`src/verilog/cff_defs.vh`:
```
// register offsets, field positions and reset values of the charger fault and event flag bank
`ifndef CFF_DEFS_VH
`define CFF_DEFS_VH
`define CFF_ADDR_W 8
`define CFF_FAULT_STATUS_SECOND_IDX 8'h21
`define CFF_EVENT_FLAGS_FIRST_IDX 8'h22
`define CFF_EVENT_FLAGS_SECOND_IDX 8'h23
`define CFF_REG_RESET 8'h00
`define CFF_FS_SYS_SHORT 7
`define CFF_FS_SYS_OVP 6
`define CFF_FS_REV_OVP 5
`define CFF_FS_REV_UVP 4
`define CFF_FS_TSHUT 2
`define CFF_EF1_ICURR 7
`define CFF_EF1_VREG 6
`define CFF_EF1_WDOG 5
`define CFF_EF1_WEAK 4
`define CFF_EF1_PGOOD 3
`define CFF_EF1_IN2 2
`define CFF_EF1_IN1 1
`define CFF_EF1_BUS 0
`define CFF_EF2_CHG 7
`define CFF_EF2_OPT 6
`define CFF_EF2_BUSTYPE 4
`define CFF_EF2_DIE_THERMAL_REGULATION 2
`define CFF_EF2_BATT 1
`define CFF_EF2_PORTDET 0
`define CFF_RESP_OKAY 2'b00
`define CFF_RESP_SLVERR 2'b10
`endif

```
`src/verilog/cff_charger_flags.v`:
```
// charger fault status and event flag bank behind an axi4-lite slave
// Behaviour
// - fault status bit 7 follows system rail short protection live.
// - fault status bit 6 follows system rail over-voltage protection live.
// - fault status bit 5 follows reverse output over-voltage live.
// - fault status bit 4 follows reverse output under-voltage live.
// - fault status bit 2 follows thermal shutdown; bits 3,1,0 read zero.
// - first flags bit 7 sets on rising input or reverse current regulation.
// - first flags bit 6 sets on rising input or reverse voltage regulation.
// - first flags bit 5 sets on rising host watchdog expiry.
// - first flags bit 4 sets on rising weak source status.
// - first flags bit 3 sets on any power good change.
// - first flags bit 2 sets on second input presence change.
// - first flags bit 1 sets on first input presence change.
// - first flags bit 0 sets on main input bus presence change.
// - second flags bit 7 sets on charge state change.
// - second flags bit 6 sets on optimizer change; bits 5,3 read zero.
// - second flags bit 4 sets on input bus type change.
// - second flags bit 2 sets on rising die thermal regulation.
// - second flags bit 1 sets on battery presence change.
// - second flags bit 0 sets on port detection status change.
// - three read-only registers at 21h..23h, all zero after reset.
`include "cff_defs.vh"
`default_nettype none
module cff_charger_flags #(
	parameter CHG_STATE_W = 3,
	parameter BUS_TYPE_W = 4
) (
	input wire ref_clk,
	input wire resetn,
	input wire system_rail_short_status,
	input wire system_rail_overvoltage_status,
	input wire reverse_output_overvoltage_status,
	input wire reverse_output_undervoltage_status,
	input wire thermal_shutdown_status,
	input wire input_current_regulation,
	input wire reverse_output_current_regulation,
	input wire input_voltage_regulation,
	input wire reverse_output_voltage_regulation,
	input wire host_watchdog_expiry,
	input wire weak_source_status,
	input wire power_good_status,
	input wire second_input_present,
	input wire first_input_present,
	input wire main_input_bus_present,
	input wire [CHG_STATE_W-1:0] charge_state,
	input wire input_current_optimizer_status,
	input wire [BUS_TYPE_W-1:0] input_bus_type,
	input wire die_thermal_regulation,
	input wire battery_present,
	input wire port_detection_status,
	input wire [31:0] s_axi_awaddr,
	input wire s_axi_awvalid,
	output reg s_axi_awready,
	input wire [31:0] s_axi_wdata,
	input wire [3:0] s_axi_wstrb,
	input wire s_axi_wvalid,
	output reg s_axi_wready,
	output reg [1:0] s_axi_bresp,
	output reg s_axi_bvalid,
	input wire s_axi_bready,
	input wire [31:0] s_axi_araddr,
	input wire s_axi_arvalid,
	output reg s_axi_arready,
	output reg [31:0] s_axi_rdata,
	output reg [1:0] s_axi_rresp,
	output reg s_axi_rvalid,
	input wire s_axi_rready
);
	localparam SW = 19 + CHG_STATE_W + BUS_TYPE_W;

	// raw condition vector, all from outside the clock domain
	// every pin is synchronised alone; pairs are merged afterwards
	wire [SW-1:0] rawIn;
	assign rawIn = {
		system_rail_short_status,
		system_rail_overvoltage_status,
		reverse_output_overvoltage_status,
		reverse_output_undervoltage_status,
		thermal_shutdown_status,
		input_current_regulation,
		reverse_output_current_regulation,
		input_voltage_regulation,
		reverse_output_voltage_regulation,
		host_watchdog_expiry,
		weak_source_status,
		power_good_status,
		second_input_present,
		first_input_present,
		main_input_bus_present,
		charge_state,
		input_current_optimizer_status,
		input_bus_type,
		die_thermal_regulation,
		battery_present,
		port_detection_status
	};

	reg [SW-1:0] sync1_q;
	reg [SW-1:0] sync2_q;
	reg [SW-1:0] prev_q;
	reg [7:0] faultStat_q;
	reg [7:0] flagsA_q;
	reg [7:0] flagsB_q;
	reg [7:0] flagsA_d;
	reg [7:0] flagsB_d;
	reg [7:0] evA;
	reg [7:0] evB;
	reg [7:0] clrA;
	reg [7:0] clrB;
	reg awSeen_q;
	reg wSeen_q;

	// synchronised fields
	wire [SW-1:0] rise;
	wire [SW-1:0] chg;
	genvar gi;
	generate
		for (gi = 0; gi < SW; gi = gi + 1) begin : g_edge
			assign rise[gi] = sync2_q[gi] & ~prev_q[gi];
			assign chg[gi] = sync2_q[gi] ^ prev_q[gi];
		end
	endgenerate
	localparam P_PORT = 0;
	localparam P_BATT = 1;
	localparam P_DIE_THERMAL_REGULATION = 2;
	localparam P_BTYPE = 3;
	localparam P_OPT = 3 + BUS_TYPE_W;
	localparam P_CHG = P_OPT + 1;
	localparam P_BUS = P_CHG + CHG_STATE_W;
	localparam P_IN1 = P_BUS + 1;
	localparam P_IN2 = P_BUS + 2;
	localparam P_PG = P_BUS + 3;
	localparam P_WEAK = P_BUS + 4;
	localparam P_WDOG = P_BUS + 5;
	localparam P_VREV = P_BUS + 6;
	localparam P_VREG = P_BUS + 7;
	localparam P_IREV = P_BUS + 8;
	localparam P_IREG = P_BUS + 9;
	localparam P_TSHUT = P_BUS + 10;
	localparam P_RUVP = P_BUS + 11;
	localparam P_ROVP = P_BUS + 12;
	localparam P_SOVP = P_BUS + 13;
	localparam P_SSHORT = P_BUS + 14;

	// address decode used for read data and error answer
	function [1:0] decodeSel;
		input [31:0] addr;
		begin
			if (addr[1:0] != 2'b00 || addr[31:10] != 22'h0) begin
				decodeSel = 2'd0;
			end else if (addr[9:2] == `CFF_FAULT_STATUS_SECOND_IDX) begin
				decodeSel = 2'd1;
			end else if (addr[9:2] == `CFF_EVENT_FLAGS_FIRST_IDX) begin
				decodeSel = 2'd2;
			end else if (addr[9:2] == `CFF_EVENT_FLAGS_SECOND_IDX) begin
				decodeSel = 2'd3;
			end else begin
				decodeSel = 2'd0;
			end
		end
	endfunction

	// rising edge of two merged regulation lines
	function pairRise;
		input nowA;
		input nowB;
		input oldA;
		input oldB;
		begin
			pairRise = (nowA | nowB) & ~(oldA | oldB);
		end
	endfunction

	// next flag value: clear on read, a new event wins
	function [7:0] flagNext;
		input [7:0] cur;
		input [7:0] ev;
		input [7:0] clr;
		begin
			flagNext = (cur & ~clr) | ev;
		end
	endfunction

	// read data word for a decoded register
	function [31:0] readWord;
		input [1:0] sel;
		input [7:0] fs;
		input [7:0] fa;
		input [7:0] fb;
		begin
			case (sel)
			2'd1: begin
				readWord = {24'h000000, fs};
			end
			2'd2: begin
				readWord = {24'h000000, fa};
			end
			2'd3: begin
				readWord = {24'h000000, fb};
			end
			default: begin
				readWord = 32'h00000000;
			end
			endcase
		end
	endfunction

	wire readTake;
	wire [1:0] rdSel;
	assign readTake = s_axi_arvalid & s_axi_arready;
	assign rdSel = decodeSel(s_axi_araddr);

	always @* begin
		evA = 8'h00;
		evB = 8'h00;
		evA[`CFF_EF1_ICURR] = pairRise(sync2_q[P_IREG], sync2_q[P_IREV], prev_q[P_IREG], prev_q[P_IREV]);
		evA[`CFF_EF1_VREG] = pairRise(sync2_q[P_VREG], sync2_q[P_VREV], prev_q[P_VREG], prev_q[P_VREV]);
		evA[`CFF_EF1_WDOG] = rise[P_WDOG];
		evA[`CFF_EF1_WEAK] = rise[P_WEAK];
		evA[`CFF_EF1_PGOOD] = chg[P_PG];
		evA[`CFF_EF1_IN2] = chg[P_IN2];
		evA[`CFF_EF1_IN1] = chg[P_IN1];
		evA[`CFF_EF1_BUS] = chg[P_BUS];
		evB[`CFF_EF2_CHG] = |chg[P_CHG +: CHG_STATE_W];
		evB[`CFF_EF2_OPT] = chg[P_OPT];
		evB[`CFF_EF2_BUSTYPE] = |chg[P_BTYPE +: BUS_TYPE_W];
		evB[`CFF_EF2_DIE_THERMAL_REGULATION] = rise[P_DIE_THERMAL_REGULATION];
		evB[`CFF_EF2_BATT] = chg[P_BATT];
		evB[`CFF_EF2_PORTDET] = chg[P_PORT];
		clrA = (readTake && rdSel == 2'd2) ? 8'hff : 8'h00;
		clrB = (readTake && rdSel == 2'd3) ? 8'hff : 8'h00;
		flagsA_d = flagNext(flagsA_q, evA, clrA);
		flagsB_d = flagNext(flagsB_q, evB, clrB);
	end

	// two-flop synchroniser and edge history
	always @(posedge ref_clk or negedge resetn) begin
		if (!resetn) begin
			sync1_q <= {SW{1'b0}};
			sync2_q <= {SW{1'b0}};
			prev_q <= {SW{1'b0}};
		end else begin
			sync1_q <= rawIn;
			sync2_q <= sync1_q;
			prev_q <= sync2_q;
		end
	end

	// register bank
	always @(posedge ref_clk or negedge resetn) begin
		if (!resetn) begin
			faultStat_q <= `CFF_REG_RESET;
			flagsA_q <= `CFF_REG_RESET;
			flagsB_q <= `CFF_REG_RESET;
		end else begin
			faultStat_q <= {sync2_q[P_SSHORT], sync2_q[P_SOVP], sync2_q[P_ROVP], sync2_q[P_RUVP],
				1'b0, sync2_q[P_TSHUT], 2'b00};
			flagsA_q <= flagsA_d;
			flagsB_q <= flagsB_d;
		end
	end

	// write channel: address and data taken in either order, answered with slverr
	always @(posedge ref_clk or negedge resetn) begin
		if (!resetn) begin
			s_axi_awready <= 1'b0;
			s_axi_wready <= 1'b0;
			s_axi_bvalid <= 1'b0;
			s_axi_bresp <= `CFF_RESP_OKAY;
			awSeen_q <= 1'b0;
			wSeen_q <= 1'b0;
		end else begin
			s_axi_awready <= 1'b0;
			s_axi_wready <= 1'b0;
			if (s_axi_bvalid) begin
				if (s_axi_bready) begin
					s_axi_bvalid <= 1'b0;
				end
			end else if (awSeen_q && wSeen_q) begin
				s_axi_bvalid <= 1'b1;
				s_axi_bresp <= `CFF_RESP_SLVERR;
				awSeen_q <= 1'b0;
				wSeen_q <= 1'b0;
			end else begin
				if (s_axi_awvalid && !s_axi_awready && !awSeen_q) begin
					s_axi_awready <= 1'b1;
				end
				if (s_axi_awvalid && s_axi_awready) begin
					awSeen_q <= 1'b1;
				end
				if (s_axi_wvalid && !s_axi_wready && !wSeen_q) begin
					s_axi_wready <= 1'b1;
				end
				if (s_axi_wvalid && s_axi_wready) begin
					wSeen_q <= 1'b1;
				end
			end
		end
	end

	// read channel
	always @(posedge ref_clk or negedge resetn) begin
		if (!resetn) begin
			s_axi_arready <= 1'b0;
			s_axi_rvalid <= 1'b0;
			s_axi_rdata <= 32'h00000000;
			s_axi_rresp <= `CFF_RESP_OKAY;
		end else begin
			s_axi_arready <= 1'b0;
			if (s_axi_rvalid) begin
				if (s_axi_rready) begin
					s_axi_rvalid <= 1'b0;
				end
			end else if (s_axi_arvalid && !s_axi_arready) begin
				s_axi_arready <= 1'b1;
			end else if (readTake) begin
				s_axi_rvalid <= 1'b1;
				s_axi_rresp <= (rdSel == 2'd0) ? `CFF_RESP_SLVERR : `CFF_RESP_OKAY;
				s_axi_rdata <= readWord(rdSel, faultStat_q, flagsA_q, flagsB_q);
			end
		end
	end
endmodule // cff_charger_flags
`default_nettype wire

```
`config.mk`:
```
export PLATFORM = sky130hd
export DESIGN_NAME = cff_charger_flags
export DESIGN_NICKNAME = d
export VERILOG_FILES = /design/src/verilog/cff_charger_flags.v
export VERILOG_INCLUDE_DIRS = /design/src /design/src/verilog
export SDC_FILE = /design/constraint.sdc
export NUM_CORES = 1
export LEC_CHECK = 0
export ABC_AREA = 1
export ABC_CLOCK_PERIOD_IN_PS = 2350
export BUFFER_PORTS_ARGS = -buffer_cell sky130_fd_sc_hd__buf_2
export CORE_ASPECT_RATIO = 1.1
export CORE_UTILIZATION = 30
export DETAILED_ROUTE_END_ITERATION = 8
export PLACE_DENSITY = 0.56
export SLEW_MARGIN = 20
export SYNTH_ARGS = -nofsm -noshare
export SYNTH_HDL_FRONTEND = slang
export SYNTH_SLANG_ARGS = --single-unit
```
`constraint.sdc`:
```
create_clock -name ref_clk -period 2.35 [get_ports ref_clk]
set_input_delay 0.1175 -clock ref_clk [delete_from_list [all_inputs] [get_ports ref_clk]]
set_output_delay 0.1175 -clock ref_clk [all_outputs]
set_load 0.02 [all_outputs]
```
=== Word-level counts from Yosys, hierarchy flattened ===
Index checks and enable logic that the tools add are counted.

* Equal/unequal tests: 6
* Muxes and demuxes: 27
* Bitwise operators: 38
* Reductions and logical operators: 27

{| class="wikitable"
|+ Operators with widths
! operator !! number
|-
| 8-bit by 6-bit equality test with 1-bit output (second input constant) || 3
|-
| 8-bit case mux with 3 select lines || 1
|-
| 22-bit nonzero test || 1
|-
| 1-bit 2-to-1 mux || 19
|-
| 8-bit bitwise AND || 2
|-
| 8-bit 2-to-1 mux || 2
|-
| 8-bit NOT || 2
|-
| 8-bit bitwise OR || 2
|-
| 1-bit bitwise XOR || 14
|-
| 1-bit logical AND || 10
|-
| 2-bit 2-to-1 mux || 5
|-
| 1-bit NOT || 8
|-
| 1-bit bitwise AND || 6
|-
| 2-bit AND reduction || 3
|-
| 2-bit nonzero test || 3
|-
| 1-bit zero test || 5
|-
| 2-bit equality test (second input constant) || 2
|-
| 1-bit bitwise OR || 4
|-
| 4-bit OR reduction || 1
|-
| 3-bit AND reduction || 1
|-
| 3-bit OR reduction || 1
|-
| 2-bit by 1-bit equality test with 1-bit output (second input constant) || 1
|-
| 2-bit zero test || 1
|-
| 1-bit logical OR || 1
|}

* Flip-flop bits (word level): 136
* Bits of input ports: 133
* Output and inout port bits: 41
* Word-level logic and storage cells: 114

=== Logic depth before layout (Yosys ltp) ===
* Depth in word-level cells: 11
* Depth in mapped cells: 10
* Mapped depth without buffers: 9

=== Worst setup path after synthesis ===
OpenSTA, ideal clock, no wires.

* Path kind: flip-flop to flip-flop
* Start point: register s_axi_arready
* End point: register s_axi_rdata[2]
* Setup time: 0.065 ns
* Arrival: 1.281 ns
* Required time: 2.285 ns
* Path slack: 1.004 ns
* Stages on the path, launching flop included: 7
* Path buffers: 0
* Period minus slack after synthesis: 1.346 ns
* Cells stage by stage: dfrtp_1 -> nand2_1 -> nor2_8 -> clkinv_1 -> nor2_2 -> nand2_1 -> nand2_1

* Word-level cells in the longest chain between the ends: 4
* Elaborated cells on any way between the ends: 5
* Classes of those cells: bitwise (2); reduce/logical (3)

{| class="wikitable"
|+ RTL lines
! what !! RTL line !! RTL
|-
| from (decl) || cff_charger_flags.v:64 || <nowiki>output reg s_axi_arready,</nowiki>
|-
| from (signal assigned) || cff_charger_flags.v:305 || <nowiki>s_axi_arready <= 1'b0;</nowiki>
|-
| from (signal assigned) || cff_charger_flags.v:310 || <nowiki>s_axi_arready <= 1'b0;</nowiki>
|-
| from (signal assigned) || cff_charger_flags.v:316 || <nowiki>s_axi_arready <= 1'b1;</nowiki>
|-
| 1-bit zero test || cff_charger_flags.v:315 || <nowiki>end else if (s_axi_arvalid && !s_axi_arready) begin</nowiki>
|-
| 1-bit logical AND || cff_charger_flags.v:315 ||
|-
| 1-bit NOT (no line) || - ||
|-
| 3-bit AND reduction (no line) (*) || - ||
|-
| to (signal assigned) || cff_charger_flags.v:320 || <nowiki>s_axi_rdata <= readWord(rdSel, faultStat_q, flagsA_q, flagsB_q);</nowiki>
|-
| to (decl) || cff_charger_flags.v:65 || <nowiki>output reg [31:0] s_axi_rdata,</nowiki>
|}

Every way passes the cells marked *; elsewhere a longest branch is shown, timed or not.
A chain may end at the register's enable or synchronous reset.

=== Worst setup path after layout ===
* Start point: input s_axi_arvalid
* End point: register s_axi_rdata[6]

* Word-level cells in the longest chain between the ends: 3
* Elaborated cells on any way between the ends: 4
* Classes of those cells: bitwise (2); reduce/logical (2)

{| class="wikitable"
|+ RTL lines
! what !! RTL line !! RTL
|-
| from (decl) || cff_charger_flags.v:63 || <nowiki>input wire s_axi_arvalid,</nowiki>
|-
| 1-bit logical AND || cff_charger_flags.v:315 ||
|-
| 1-bit NOT (no line) || - ||
|-
| 3-bit AND reduction (no line) (*) || - ||
|}

Marked as above.

==> key figures <==
Layout
  – Multi-input gate area: 955 um^2
  – Area Growth Syn to Fin: 27.6%
  – # nets final: 566
  – Antenna cells: 0
  – Most common cell after layout, fill and taps aside: dfrtp_1
  – Register area: 0.00278 mm^2
  – Most frequent cells in the layout: dfrtp_1, buf_2, nand2_1
  – Design area: 0.00501 mm^2
  – Share of layout cells above drive strength 1: 24.4%
  – Fillers: 1201

Critical path
  – Setup crit end kind: flip-flop
  – CP max FO: 10
  – CP arrival: 1.80 ns
  – Worst setup SP type: primary input
  – WP data required: 2.63 ns
  – Setup Crit Path Kind: in2reg

Drt
  – Iter 0 DRT Violations: 167
  – Total wire length: 6600 um
  – DRC violations left: 29
  – DR pass1 iterations: 7
  – Routed Antenna Nets: 0
  – DR vias/cell: 4.16
  – Drt wl/cell: 11.1 um
  – Vias: 2477

Clock network
  – CTS sink count: 111
  – Clock latency on the worst-skew pair: 0.35 ns
  – CTS clk-pin slew, worst paths: 0.07 ns
  – CTS buffer count: 9
  – Clock root cell: clkbuf_16
  – H-tree depth: 3
  – # resized after CTS: 0
  – CTS tree: done
  – CTS max path bufs: 2

Synth
  – Register area share after synthesis: 70.7%
  – Largest area contributor in the netlist: dfrtp_1
  – Synth Instances: 314
  – Synth warnings: 0
  – Synth cell types: 25
  – Synth top area cells: dfrtp_1, nand2_1, buf_4
  – Mapped Area: 0.00393 mm^2
  – Average size of a mapped cell: 12.5 um^2
  – Synth top area share: 70.7%
  – Synthesis-stage register bit count: 111

Power
  – Leak pwr: 2.47 nW
  – P per Cell Area: 774 mW/mm^2
  – Peak supply drop: 0.000439 V
  – Total power: 3.88 mW

Floorplanning
  – Initial core utilization: 30.9%
  – Die width: 111 um
  – Row count: 43
  – I/O pin count: 174
  – Core footprint: 0.0127 mm^2
  – Die ar.: 0.0136 mm^2
  – Die height: 122 um

Global route
  – First-pass GRT wire length: 10900 um
  – Number of global-route vias before repair: 2441
  – All-Layer GR Usage: 10.4%
  – Congestion Overflow GR: 0
  – Largest net degree at the start of global routing: 54
  – Initial antenna violation count: 0

Worst hold path
  – Worst hold path type: in2async

Placed design
  – Port bufs: 79
  – Placed Area: 0.00441 mm^2
  – Placer's final routability congestion estimate: 0.728
  – HPWL Detailed: 4500 um

Timing
  – Fmax: 0.656 GHz
  – Slew Limit Headroom: 66.4%
  – Final min period: 1.52 ns
  – Setup Skew: 0.00862 ns
  – Period Utilization, post-route: 64.8%
  – Worst slew pin tran: 0.503 ns
  – Final setup vio count: 0
  – RSZ-0062 raised after global routing: false
  – Max Slew Vio Count: 0
  – Fin. Hold Viols: 0
  – TNS Setup: 0 ns

Job
  – Max cap viols: 0

Outcome
  – Failing checks: DRC
  – Status: complete, but fails checks
==> report_power, final <==
| part | total [mW] | internal (mW) | switching (mW) |
|---|---|---|---|
| clock network | 1.42 | 0.735 | 0.689 |
| logic | 0.367 | 0.146 | 0.220 |
| registers | 2.09 | 2.02 | 0.0651 |
==> per-layer routing <==
metal / routed length (um) / vias up / track usage, % / share of wire, %
met1: 2830 / 1165 / 11.7 / 43
met2: 3320 / 92 / 18.8 / 50
met4: 98 / 0 / 5.07 / 1.5
li1: - / 1211 / - / -
met5: 0 / - / 0 / 0
met3: 357 / 9 / 2.54 / 5.4
==> critical path: stages <==
cell	delay [ns]
dlygate4sd3_1	0.53
buf_2	0.11
nand2_1	0.16
nor2_8	0.16
clkinv_1	0.27
nor2_2	0.30
nand2_1	0.09
nand2_1	0.06
==> path summary, 6_finish.rpt <==
kind | start | to | slack (ns) | cells past startpoint
max in group asynchronous | resetn | sync1_q[12] | 1.44 | 3
min in group ref_clk | sync1_q[1] | sync2_q[1] | 0.35 | 0
min | resetn | sync1_q[17] | 0.24 | 2
max reg2reg | s_axi_arready | s_axi_rdata[6] | 0.86 | 6
min reg2reg | sync1_q[1] | sync2_q[1] | 0.35 | 0
max | s_axi_arvalid | s_axi_rdata[6] | 0.83 | 8
==> logic make-up (layout without fill, tap and decap cells) <==
kind of cell	Yosys count	after routing	synth area share, %
DFF	111	111	70.7
and+or+nand+nor	130	130	16.9
AOI/OAI and AO/OA	13	13	1.85
xor gates and xnor gates	14	14	3.12
other	1	26	0.0955
buffers and inverters	45	144	7.36
==> flip-flops by register name (all words and copies together) (netlist names), 5 cells and up <==
signal        flops
flagNext.cur      8
prev_q           21
flagsA_q          8
sync1_q          26
sync2_q          26
faultStat_q       5
s_axi_rdata       8
==> final cells by class <==
class | instances | share of cell area, %
Sequential cell | 111 | 55.4
Multi-Input combinational cell | 183 | 19.1
Tap cell | 157 | 3.92
Inverter | 15 | 1.12
Timing Repair Buffer | 113 | 14.9
Clock buffer | 10 | 4.57
Clock inverter | 6 | 0.999
==> stage by stage <==
| step | util (%) | setup WS [ns] | hold slack, ns | cells |
|---|---|---|---|---|
| global placement | 34.7 | 0.666 | 0.0872 | 547 |
| detailed placement | 34.7 | 0.639 | 0.0885 | 547 |
| finish | 39.5 | 0.827 | 0.244 | 595 |
| floorplan | - | 1.00 | -0.178 | 339 |
| global route | 39.5 | 0.714 | 0.280 | 595 |
| CTS | 39.5 | 0.831 | 0.254 | 595 |
==> Yosys cell counts <==
| cell | count |
|---|---|
| xor2_1 | 4 |
| dfrtp_1 | 111 |
| inv_1 | 14 |
| conb_1 | 1 |
| buf_4 | 29 |
| nand3_1 | 8 |
| clkinv_1 | 1 |
| nor2_2 | 2 |
| o21ai_1 | 1 |
| o31ai_1 | 2 |
| o211ai_1 | 1 |
| nor2_4 | 3 |
| xnor2_1 | 10 |
| nand2_1 | 63 |
| o21ai_0 | 7 |
| nand4_1 | 23 |
| nor4_1 | 1 |
| nor2_8 | 2 |
| nand4_2 | 2 |
| buf_8 | 1 |
| nor2_1 | 22 |
| nor3_2 | 1 |
| a21oi_1 | 2 |
| nand4_4 | 1 |
| nor3_1 | 2 |
==> repair_timing <==
| action | CTS | global route |
|---|---|---|
| buffers inserted | 0 | 0 |
| hold buffers | 32 | 0 |
| endpoints found under the hold margin | 64 | 0 |
No activity file was read; power rests on OpenSTA's default activity.
